--- src/tuc_pkg.sv ---
/*
 * constants, encodings and register map for the t1 unit timing and port
 * configuration block.
 * assumes a 32-bit axi4-lite register bus and a single 50 mhz clock.
 */
package tuc_pkg;

    // ------------------------------------------------------------
    // register byte offsets
    // ------------------------------------------------------------
    localparam logic [7:0] TUC_ADDR_CFG    = 8'h00;
    localparam logic [7:0] TUC_ADDR_PORT   = 8'h04;
    localparam logic [7:0] TUC_ADDR_SAVE   = 8'h08;
    localparam logic [7:0] TUC_ADDR_STATUS = 8'h0c;

    // ------------------------------------------------------------
    // cfg register fields
    // ------------------------------------------------------------
    localparam int TUC_CFG_YEL    = 0;
    localparam int TUC_CFG_DIEN   = 1;
    localparam int TUC_CFG_SRC_LO = 2;   // 3 bits
    localparam int TUC_CFG_RAT_LO = 5;   // 2 bits
    localparam int TUC_CFG_STEN   = 7;
    localparam int TUC_CFG_PANEL  = 8;
    localparam int TUC_CFG_PASS   = 9;
    localparam int TUC_CFG_DIAL   = 10;
    localparam int TUC_CFG_PW_LO  = 11;  // 2 bits
    localparam int TUC_CFG_OWNER  = 13;
    localparam logic [31:0] TUC_CFG_RESET = 32'h0000_01a3;

    // ------------------------------------------------------------
    // port register fields
    // ------------------------------------------------------------
    localparam int TUC_PRT_CUSE_LO = 0;  // 2 bits
    localparam int TUC_PRT_MUSE_LO = 2;  // 2 bits
    localparam int TUC_PRT_CSYNC   = 4;
    localparam int TUC_PRT_CEXT    = 5;
    localparam int TUC_PRT_RATE_LO = 6;  // 3 bits
    localparam logic [31:0] TUC_PRT_RESET = 32'h0000_00c5;

    // ------------------------------------------------------------
    // encodings
    // ------------------------------------------------------------
    typedef enum logic [2:0] {
        TUC_SRC_NET = 3'h0, TUC_SRC_DTE = 3'h1, TUC_SRC_PORT1 = 3'h2,
        TUC_SRC_INT = 3'h3, TUC_SRC_EXT = 3'h4
    } tuc_src_type;
    typedef enum logic [1:0] {
        TUC_EXT_2048 = 2'h0, TUC_EXT_1544 = 2'h1, TUC_EXT_8K = 2'h2
    } tuc_ext_rate_type;
    typedef enum logic [1:0] {
        TUC_USE_SNMP = 2'h0, TUC_USE_ASCII = 2'h1, TUC_USE_TERM = 2'h2
    } tuc_use_type;
    typedef enum logic [2:0] {
        TUC_BPS_1200 = 3'h0, TUC_BPS_2400 = 3'h1, TUC_BPS_4800 = 3'h2,
        TUC_BPS_9600 = 3'h3, TUC_BPS_14400 = 3'h4, TUC_BPS_19200 = 3'h5
    } tuc_bps_type;
    typedef enum logic [1:0] {
        TUC_ST_IDLE = 2'h0, TUC_ST_RUN = 2'h1, TUC_ST_DONE = 2'h3
    } tuc_st_type;

    localparam logic [1:0] TUC_PW_MODEM = 2'h1;
    localparam logic [1:0] TUC_PW_COM   = 2'h2;
    localparam logic [1:0] TUC_PW_BOTH  = 2'h3;
    localparam logic [1:0] TUC_RESP_OK  = 2'h0;
    localparam logic [1:0] TUC_RESP_ERR = 2'h2;
    localparam int TUC_PW_MAX_CHARS = 8;

    // ------------------------------------------------------------
    // timing
    // ------------------------------------------------------------
    localparam int TUC_CLK_MHZ     = 50;
    localparam int TUC_SELFTEST_US = 10;
    localparam int TUC_SELFTEST_CYC = TUC_SELFTEST_US * TUC_CLK_MHZ;

endpackage : tuc_pkg

--- src/tuc_timing_port_config.sv ---
/*
 * t1 unit timing and port configuration: alarm choice, master clock
 * selection with fallback, self-test sequencing, panel and port gating.
 * assumes an axi4-lite master on i_sys_clk and clock-good levels
 * synchronous to i_sys_clk.
 */
// Decided for this implementation: the register addresses and the AXI4-Lite slave port.
`timescale 1ns/1ps
module tuc_timing_port_config #(
    parameter int SELFTEST_CYCLES = tuc_pkg::TUC_SELFTEST_CYC
) (
    input  wire logic        i_sys_clk,        // system clock
    input  wire logic        i_resetn,         // async reset, low
    input  wire logic [7:0]  i_awaddr,         // write address
    input  wire logic        i_awvalid,        // write addr valid
    output logic             o_awready,        // write addr ready
    input  wire logic [31:0] i_wdata,          // write data
    input  wire logic [3:0]  i_wstrb,          // byte strobes
    input  wire logic        i_wvalid,         // write data valid
    output logic             o_wready,         // write data ready
    output logic [1:0]       o_bresp,          // write response
    output logic             o_bvalid,         // write resp valid
    input  wire logic        i_bready,         // write resp ready
    input  wire logic [7:0]  i_araddr,         // read address
    input  wire logic        i_arvalid,        // read addr valid
    output logic             o_arready,        // read addr ready
    output logic [31:0]      o_rdata,          // read data
    output logic [1:0]       o_rresp,          // read response
    output logic             o_rvalid,         // read data valid
    input  wire logic        i_rready,         // read data ready
    input  wire logic        i_net_cfa,        // network carrier failure
    input  wire logic        i_dte_cfa,        // drop/insert carrier failure
    input  wire logic [4:0]  i_clk_good,       // per-source clock good
    input  wire logic        i_ring,           // incoming modem call
    input  wire logic        i_selftest_pass,  // self-test result
    output logic             o_net_yellow,     // yellow to network
    output logic             o_dte_yellow,     // yellow to drop/insert
    output logic             o_dte_ais,        // ais to drop/insert
    output logic [2:0]       o_master_src,     // source in use
    output logic             o_fallback,       // on internal fallback
    output logic [1:0]       o_ext_rate,       // external input rate
    output logic             o_selftest_run,   // self-test running
    output logic             o_answer,         // answer modem call
    output logic             o_pw_modem,       // prompt on modem port
    output logic             o_pw_com,         // prompt on com port
    output logic             o_panel_enable,   // panel access/display
    output logic             o_dialout_avail,  // pass-through dial-out
    output logic             o_com_sync,       // com port synchronous
    output logic             o_com_clk_in,     // com clock is input
    output logic [2:0]       o_com_rate,       // active com rate
    output logic             o_shared_port_owner // shared port owner
);
    import tuc_pkg::*;

    initial begin
        if (SELFTEST_CYCLES < 1) $error("SELFTEST_CYCLES must be >= 1");
    end

    // ------------------------------------------------------------
    // register storage
    // ------------------------------------------------------------
    logic [31:0] cfg;
    logic [31:0] prt;
    logic [2:0]  active_rate;
    logic [2:0]  sel_src;
    logic        sel_valid;
    logic [2:0]  fail_src;
    logic        in_fallback;
    tuc_st_type  st_state;
    logic [31:0] st_cnt;
    logic        st_fail;
    logic        st_done;

    // ------------------------------------------------------------
    // axi4-lite write channel
    // ------------------------------------------------------------
    logic        aw_held;
    logic        w_held;
    logic [7:0]  aw_addr;
    logic [31:0] w_data;
    logic [3:0]  w_strb;
    logic        wr_go;
    logic [31:0] wr_merge;
    logic [31:0] wr_base;
    logic        wr_hit;

    assign wr_go = aw_held && w_held && !o_bvalid;

    // address and data latch in either order
    always_ff @(posedge i_sys_clk or negedge i_resetn) begin
        if (!i_resetn) begin
            aw_held   <= 1'b0;
            w_held    <= 1'b0;
            aw_addr   <= 8'h00;
            w_data    <= 32'h0000_0000;
            w_strb    <= 4'h0;
            o_awready <= 1'b0;
            o_wready  <= 1'b0;
        end else begin
            o_awready <= !aw_held && !o_awready && i_awvalid;
            o_wready  <= !w_held && !o_wready && i_wvalid;
            if (o_awready && i_awvalid) begin
                aw_held <= 1'b1;
                aw_addr <= i_awaddr;
            end else if (wr_go) begin
                aw_held <= 1'b0;
            end
            if (o_wready && i_wvalid) begin
                w_held <= 1'b1;
                w_data <= i_wdata;
                w_strb <= i_wstrb;
            end else if (wr_go) begin
                w_held <= 1'b0;
            end
        end
    end

    // byte-lane merge onto the addressed register
    always_comb begin
        wr_hit  = 1'b1;
        wr_base = 32'h0000_0000;
        case (aw_addr)
            TUC_ADDR_CFG:  wr_base = cfg;
            TUC_ADDR_PORT: wr_base = prt;
            TUC_ADDR_SAVE: wr_base = 32'h0000_0000;
            default:       wr_hit  = 1'b0;
        endcase
        for (int b = 0; b < 4; b++) begin
            wr_merge[b*8 +: 8] = w_strb[b] ? w_data[b*8 +: 8]
                                           : wr_base[b*8 +: 8];
        end
    end

    // write response
    always_ff @(posedge i_sys_clk or negedge i_resetn) begin
        if (!i_resetn) begin
            o_bvalid <= 1'b0;
            o_bresp  <= TUC_RESP_OK;
        end else if (wr_go) begin
            o_bvalid <= 1'b1;
            o_bresp  <= wr_hit ? TUC_RESP_OK : TUC_RESP_ERR;
        end else if (i_bready) begin
            o_bvalid <= 1'b0;
        end
    end

    // ------------------------------------------------------------
    // configuration registers with write-time screening
    // ------------------------------------------------------------
    logic [2:0] wsrc;
    logic [1:0] wcuse;
    logic [1:0] wmuse;
    logic       wsync;
    logic [2:0] wrate;
    logic       src_ok;
    logic       prt_ok;

    always_comb begin
        wsrc  = wr_merge[TUC_CFG_SRC_LO +: 3];
        wcuse = wr_merge[TUC_PRT_CUSE_LO +: 2];
        wmuse = wr_merge[TUC_PRT_MUSE_LO +: 2];
        wsync = wr_merge[TUC_PRT_CSYNC];
        wrate = wr_merge[TUC_PRT_RATE_LO +: 3];
        // only the five documented sources are legal, dte only with drop/insert enabled
        src_ok = (wsrc <= TUC_SRC_EXT)
              && !(wsrc == TUC_SRC_DTE && !wr_merge[TUC_CFG_DIEN])
              && (wr_merge[TUC_CFG_RAT_LO +: 2] <= TUC_EXT_8K);
        prt_ok = !(wcuse == TUC_USE_SNMP && wmuse == TUC_USE_SNMP)
              && !(wsync && wcuse != TUC_USE_SNMP)
              && (wcuse <= TUC_USE_TERM) && (wmuse <= TUC_USE_TERM)
              && (wrate <= TUC_BPS_19200)
              && !(wsync && wrate == TUC_BPS_1200);
    end

    // illegal settings are dropped, register keeps its value
    always_ff @(posedge i_sys_clk or negedge i_resetn) begin
        if (!i_resetn) begin
            cfg <= TUC_CFG_RESET;
            prt <= TUC_PRT_RESET;
        end else if (wr_go) begin
            if (aw_addr == TUC_ADDR_CFG && src_ok)
                cfg <= wr_merge;
            if (aw_addr == TUC_ADDR_PORT && prt_ok)
                prt <= wr_merge;
        end
    end

    // rate takes effect only on save
    always_ff @(posedge i_sys_clk or negedge i_resetn) begin
        if (!i_resetn) begin
            active_rate <= TUC_BPS_9600;
        end else if (wr_go && aw_addr == TUC_ADDR_SAVE && wr_merge[0]) begin
            active_rate <= prt[TUC_PRT_RATE_LO +: 3];
        end
    end

    // ------------------------------------------------------------
    // axi4-lite read channel
    // ------------------------------------------------------------
    logic [31:0] status;

    assign status = {19'h0, st_done, st_fail, fail_src, in_fallback,
                     active_rate, o_master_src, 1'b0};

    always_ff @(posedge i_sys_clk or negedge i_resetn) begin
        if (!i_resetn) begin
            o_arready <= 1'b0;
            o_rvalid  <= 1'b0;
            o_rdata   <= 32'h0000_0000;
            o_rresp   <= TUC_RESP_OK;
        end else begin
            o_arready <= !o_arready && !o_rvalid && i_arvalid;
            if (o_arready && i_arvalid) begin
                o_rvalid <= 1'b1;
                o_rresp  <= TUC_RESP_OK;
                case (i_araddr)
                    TUC_ADDR_CFG:    o_rdata <= cfg;
                    TUC_ADDR_PORT:   o_rdata <= prt;
                    TUC_ADDR_SAVE:   o_rdata <= 32'h0000_0000;
                    TUC_ADDR_STATUS: o_rdata <= status;
                    default: begin
                        o_rdata <= 32'h0000_0000;
                        o_rresp <= TUC_RESP_ERR;
                    end
                endcase
            end else if (i_rready) begin
                o_rvalid <= 1'b0;
            end
        end
    end

    // ------------------------------------------------------------
    // alarm generation
    // ------------------------------------------------------------
    logic cfa_any;
    assign cfa_any = i_net_cfa || i_dte_cfa;

    always_ff @(posedge i_sys_clk or negedge i_resetn) begin
        if (!i_resetn) begin
            o_net_yellow <= 1'b0;
            o_dte_yellow <= 1'b0;
            o_dte_ais    <= 1'b0;
        end else if (!cfg[TUC_CFG_DIEN]) begin
            o_net_yellow <= cfa_any;
            o_dte_yellow <= 1'b0;
            o_dte_ais    <= 1'b0;
        end else if (cfg[TUC_CFG_YEL]) begin
            o_net_yellow <= cfa_any;
            o_dte_yellow <= cfa_any;
            o_dte_ais    <= 1'b0;
        end else begin
            o_net_yellow <= 1'b0;
            o_dte_yellow <= 1'b0;
            o_dte_ais    <= i_net_cfa;
        end
    end

    // ------------------------------------------------------------
    // master clock selection with fallback that clears on reselection or restore
    // ------------------------------------------------------------
    assign sel_src   = cfg[TUC_CFG_SRC_LO +: 3];
    assign sel_valid = !(sel_src == TUC_SRC_DTE && !cfg[TUC_CFG_DIEN]);

    // reselection or restored source leaves fallback
    always_ff @(posedge i_sys_clk or negedge i_resetn) begin
        if (!i_resetn) begin
            in_fallback  <= 1'b0;
            fail_src     <= TUC_SRC_NET;
            o_master_src <= TUC_SRC_NET;
            o_fallback   <= 1'b0;
            o_ext_rate   <= TUC_EXT_2048;
        end else begin
            if (!in_fallback && (!sel_valid || !i_clk_good[sel_src])) begin
                in_fallback <= 1'b1;
                fail_src    <= sel_src;
            end else if (in_fallback && sel_valid
                         && (sel_src != fail_src || i_clk_good[sel_src])) begin
                in_fallback <= 1'b0;
            end
            // one source feeds every derived clock
            o_master_src <= in_fallback ? TUC_SRC_INT : sel_src;
            o_fallback   <= in_fallback;
            // rate only matters in external mode, derived clocks fixed
            o_ext_rate   <= cfg[TUC_CFG_RAT_LO +: 2];
        end
    end

    // ------------------------------------------------------------
    // self-test sequencer
    // ------------------------------------------------------------
    always_ff @(posedge i_sys_clk or negedge i_resetn) begin
        if (!i_resetn) begin
            st_state <= TUC_ST_IDLE;
            st_cnt   <= 32'h0000_0000;
            st_fail  <= 1'b0;
            st_done  <= 1'b0;
        end else begin
            case (st_state)
                TUC_ST_IDLE: begin
                    // decided once after each reset
                    st_state <= cfg[TUC_CFG_STEN] ? TUC_ST_RUN : TUC_ST_DONE;
                    st_cnt   <= 32'h0000_0000;
                end
                TUC_ST_RUN: begin
                    st_cnt <= st_cnt + 32'h0000_0001;
                    if (st_cnt == 32'(SELFTEST_CYCLES - 1)) begin
                        st_fail  <= !i_selftest_pass;
                        st_done  <= 1'b1;
                        st_state <= TUC_ST_DONE;
                    end
                end
                TUC_ST_DONE: st_done <= 1'b1;
                default:     st_state <= TUC_ST_IDLE;
            endcase
        end
    end

    // ------------------------------------------------------------
    // user interface gating and com port setup
    // ------------------------------------------------------------
    logic [1:0] pw_mode;
    assign pw_mode = cfg[TUC_CFG_PW_LO +: 2];

    always_ff @(posedge i_sys_clk or negedge i_resetn) begin
        if (!i_resetn) begin
            o_selftest_run      <= 1'b0;
            o_answer            <= 1'b0;
            o_pw_modem          <= 1'b0;
            o_pw_com            <= 1'b0;
            o_panel_enable      <= 1'b0;
            o_dialout_avail     <= 1'b0;
            o_com_sync          <= 1'b0;
            o_com_clk_in        <= 1'b0;
            o_com_rate          <= TUC_BPS_9600;
            o_shared_port_owner <= 1'b0;
        end else begin
            o_selftest_run  <= (st_state == TUC_ST_RUN);
            o_answer        <= i_ring && cfg[TUC_CFG_DIAL];
            o_pw_modem      <= pw_mode == TUC_PW_MODEM
                            || pw_mode == TUC_PW_BOTH;
            o_pw_com        <= pw_mode == TUC_PW_COM
                            || pw_mode == TUC_PW_BOTH;
            o_panel_enable  <= cfg[TUC_CFG_PANEL];
            o_dialout_avail <= cfg[TUC_CFG_PASS];
            o_com_sync      <= prt[TUC_PRT_CSYNC];
            o_com_clk_in    <= prt[TUC_PRT_CSYNC]
                            && prt[TUC_PRT_CEXT];
            o_com_rate      <= active_rate;
            o_shared_port_owner <= cfg[TUC_CFG_OWNER];
        end
    end

endmodule : tuc_timing_port_config

--- config.mk ---
export PLATFORM = sky130hd
export DESIGN_NAME = tuc_timing_port_config
export DESIGN_NICKNAME = d
export VERILOG_FILES = /design/src/tuc_pkg.sv /design/src/tuc_timing_port_config.sv
export SDC_FILE = /design/constraint.sdc
export NUM_CORES = 1
export LEC_CHECK = 0
export ABC_CLOCK_PERIOD_IN_PS = 4700
export BUFFER_PORTS_ARGS = -buffer_cell sky130_fd_sc_hd__buf_4
export CAP_MARGIN = 20
export CORE_MARGIN = 2
export CORE_UTILIZATION = 64
export CTS_BUF_LIST = sky130_fd_sc_hd__clkbuf_8
export DETAILED_ROUTE_END_ITERATION = 8
export PLACE_DENSITY = 0.85
export SETUP_SLACK_MARGIN = 0.4
export SLEW_MARGIN = 30
export SYNTH_ARGS = -nofsm -noshare
export SYNTH_HDL_FRONTEND = slang
export SYNTH_SLANG_ARGS = --single-unit
--- constraint.sdc ---
create_clock -name i_sys_clk -period 4.7 [get_ports i_sys_clk]
set_input_delay 0.47 -clock i_sys_clk [delete_from_list [all_inputs] [get_ports i_sys_clk]]
set_output_delay 0.47 -clock i_sys_clk [all_outputs]
set_load 0.02 [all_outputs]
==> flow_metrics.env <==
export IMPL_p_leak_nw=5.36
export IMPL_post_drt_via_cell_ratio=5.95
export IMPL_drv_max_cap_violation_count=0
export IMPL_core_region_area_um2=14500
export IMPL_min_path_type="input port to register"
export IMPL_worst_slew_margin_relative_to_its_limit=0.410
export IMPL_synth_seq_cells=213
export IMPL_async_s_r_ff_share_synth=1.00
export IMPL_fp_dieArea_um2=15900
export IMPL_syn_to_final_growth_pct=18.4
export IMPL_cts_repair_resize_count=0
export IMPL_drtPass1Iterations=5
export IMPL_clock_tree_buffer_depth=3
export IMPL_cts_max_level=2
export IMPL_pin_count_of_the_biggest_net_entering_global_routing=127
export IMPL_critical_path_arrival_ns=3.78
export IMPL_numCtsBuffers=35
export IMPL_synth_simple_gate_area_frac=0.108
export IMPL_synth_adder_area_share=0.00131
export IMPL_die_height_um=126
export IMPL_gr_util_all_layers=0.268
export IMPL_final_layout_size_suffix_gt1_frac=0.312
export IMPL_initial_utilization=0.657
export IMPL_slowest_delay_ns=0.79
export IMPL_post_route_worst_setup_slack_ns=1.30
export IMPL_slowest_cell_on_the_critical_path="or4_1"
export IMPL_drc_errors=0
export IMPL_fin_crit_sh=0.722
export IMPL_grt_setup_unrepaired="false"
export IMPL_cp_depth=6
export IMPL_first_global_vias=6973
export IMPL_max_clock_freq_mhz=295
export IMPL_grt_overflow_total=0
export IMPL_critical_path_max_fanout=28
export IMPL_synth_area_mux_share=0.168
export IMPL_post_cts_setup_buffer_count=0
export IMPL_final_design_area_no_fill_um2=11300
export IMPL_synth_xor_xnor_area_share=0.0239
export IMPL_drt_iter0_drc=554
export IMPL_io_pins=130
export IMPL_synth_flop_cell="dfrtp_1"
export IMPL_critical_path_cell_chain="or4_1, o41a_1, and2_1, o221ai_4, buf_4, mux2_2"
export IMPL_cts_reportedPaths_clkPinSlew_ns=0.06
export IMPL_clk_root_buffer_cell="clkbuf_8"
export IMPL_dp_final_hpwl_um=13600
export IMPL_dp_cells=1092
export IMPL_syn_area_um2=9540
export IMPL_synth_top_cell_area_share=0.524
export IMPL_pre_cts_ws_ns=1.36
export IMPL_netlist_top_cells_area="dfrtp_1 52%, mux2_2 8.6%, mux2i_1 4.6%"
export IMPL_fin_skew_ns=0.0179
export IMPL_postRouteWirelength_um=20900
export IMPL_floorplan_die_width_um=126
export IMPL_ys_warn_count=0
export IMPL_synth_compound_gate_area_share=0.107
export IMPL_cp_data_required_time_ns=5.08
export IMPL_nFillCells=921
export IMPL_power_density_nw_per_um2=434
export IMPL_rows=44
export IMPL_whs_path_depth=2
export IMPL_final_net_count=1016
export IMPL_period_minus_slack_ns=3.40
export IMPL_post_synth_num_cell_types=52
export IMPL_slew_violations=0
export IMPL_vdd_ir_drop_worst_mv=0.287
export IMPL_tritoncts="built"
export IMPL_ant_nets=0
export IMPL_criticalPathCategory="register to register"
export IMPL_tns_ns=0
export IMPL_routed_wire_length_per_instance_um=18.1
export IMPL_layoutNonFillerInstCount=1152
export IMPL_setup_violations=0
export IMPL_synth_enable_flop_cells=0
export IMPL_grt_first_pass_wirelength_um=34600
export IMPL_worst_slew_pin_slew_ns=0.883
export IMPL_worstSkewPairLatency_ns=0.52
export IMPL_critical_path_endpoint_type="register"
export IMPL_tritoncts_num_sinks=213
export IMPL_finalHoldViolations=0
export IMPL_synthesized_instance_count=822
export IMPL_cpLargestDelayFamily="compound AO/OA/AOI/OAI gates"
export IMPL_ys_seq_area_frac=0.560
export IMPL_grt_antenna_before_repair=0
export IMPL_port_buffers=127
export IMPL_antennaDiodeCount=0
export IMPL_status="completed"
export IMPL_crit_path_start_kind="register"
export IMPL_detailroute_via_count=6850
export IMPL_synthesis_area_per_instance_um2=11.6
export IMPL_r2r_cells=6
export IMPL_dominant_combinational_cell_family_by_area_after_synthesis="multiplexers"
export IMPL_dpl_instance_area_um2=10600
export IMPL_netlist_top_cell_by_area="dfrtp_1"
export IMPL_critical_path_buf_inv_count=1
export IMPL_globalplace_congestion=0.906
[cells in the final DEF (no fill, tap or decap), types with 4 or more instances in the layout]
cell type and count:
xnor2_1 4, mux2_2 73, mux2i_1 44, xor2_1 22, dfrtp_1 200, a22oi_1 23
a22o_1 14, nor3_1 7, mux2_4 22, nor3b_1 5, o41a_1 8, and4_1 5
dfstp_2 13, nand4_1 7, clkbuf_8 48, nor2_1 36, nand3_1 12, nor4_1 9
nand2_1 101, and3_1 6, nand2b_1 5, a21oi_1 28, inv_1 18, and2_1 7
or3_1 4, buf_4 134, o21ai_0 77
[power breakdown]
group          switching (mW)  leakage, nW  internal (mW)
registers               0.292         2.78           2.12
logic                   0.463         2.18          0.433
clock network           0.699        0.397          0.900
[synth_stat cells (2+ instances only)]
cell,count
nor2_1,37
or3_1,4
xnor2_1,4
o21ai_0,77
buf_2,5
and2_1,7
mux2_4,22
nor4_1,9
dfstp_2,13
buf_12,2
mux2i_1,44
buf_1,2
nand3_1,12
o41a_1,8
nor3b_1,5
nand4_1,7
a21oi_1,28
a31oi_1,2
nand2b_1,5
a22o_1,14
nand2_1,101
a211oi_1,2
and4_1,5
buf_4,2
clkbuf_1,35
and3_1,6
nor3_1,9
dfrtp_1,200
or4_1,3
xor2_1,22
nor2b_1,2
a22oi_1,23
mux2_2,73
buf_6,4
inv_1,9
or2_2,3
[per-layer routing]
layer / up-vias / wire length, µm / share of wire / GRT usage
met3: 56 / 1220 / 0.058 / 0.0493
met1: 3365 / 9100 / 0.44 / 0.371
met2: 259 / 9960 / 0.48 / 0.426
li1: 3170 / - / - / -
met5: - / 0 / 0 / 0
met4: 0 / 607 / 0.029 / 0.104
[flip-flops by register name, summed over array words and instances, names as in the netlist, 2 cells and up]
register      cells
st_state          2
fail_src          3
o_ext_rate        2
o_rdata          32
st_cnt           32
w_strb            4
o_com_rate        3
active_rate       3
aw_addr           8
prt              32
w_data           32
cfg              32
o_master_src      3
[logic make-up (layout without fill, tap and decap cells)]
family	Yosys count	count (layout)
AND/OR/NAND/NOR	219	219
flip-flops	213	213
AO/OA/AOI/OAI	163	163
multiplexers	140	140
buffers and inverters	59	204
XOR/XNOR	26	26
adder cells (fa/ha/maj)	1	1
other	1	2
[worst reg2reg max path: stages, from the launching register on]
cell and delay (ns):
dfrtp_1 0.37, or4_1 0.79, o41a_1 0.57, and2_1 0.22
o221ai_4 0.49, buf_4 0.43, mux2_2 0.40
[layout make-up]
cell class              instances  area (µm²)  share of cell area
clock buffers                  48         661              0.0585
clock inverters                10        38.8             0.00343
inverters                       9        33.8             0.00299
multi-input cells             551        3930               0.348
flip-flops and latches        213        5350               0.473
well taps                     184         230              0.0204
repair buffers                137        1060              0.0937
[timing repair]
action,4_1_cts,5_1_grt
endpoints found under the setup margin,0,0
hold buffers,0,1
endpoints found under the hold margin,0,28
[through the flow]
stage / power, mW / util / hold WS, ns
global placement: 3.28 / 0.726 / 0.371
detailed placement: 3.32 / 0.726 / 0.370
finish: 4.91 / 0.777 / 0.139
CTS: 4.93 / 0.774 / 0.110
floorplan: 2.99 / - / 0.174
global route: 5.16 / 0.777 / 0.127
[final timing paths]
kind	startpoint	slack [ns]	endpoint
max	aw_addr[5]	1.30	cfg[15]
min	i_rready	0.14	o_rvalid
max reg2reg	aw_addr[5]	1.30	cfg[15]
min reg2reg	active_rate[0]	0.38	o_com_rate[0]
max in group asynchronous	i_resetn	2.95	w_data[17]
min in group asynchronous	i_resetn	0.42	in_fallback
(Power assumes the default switching activity.)
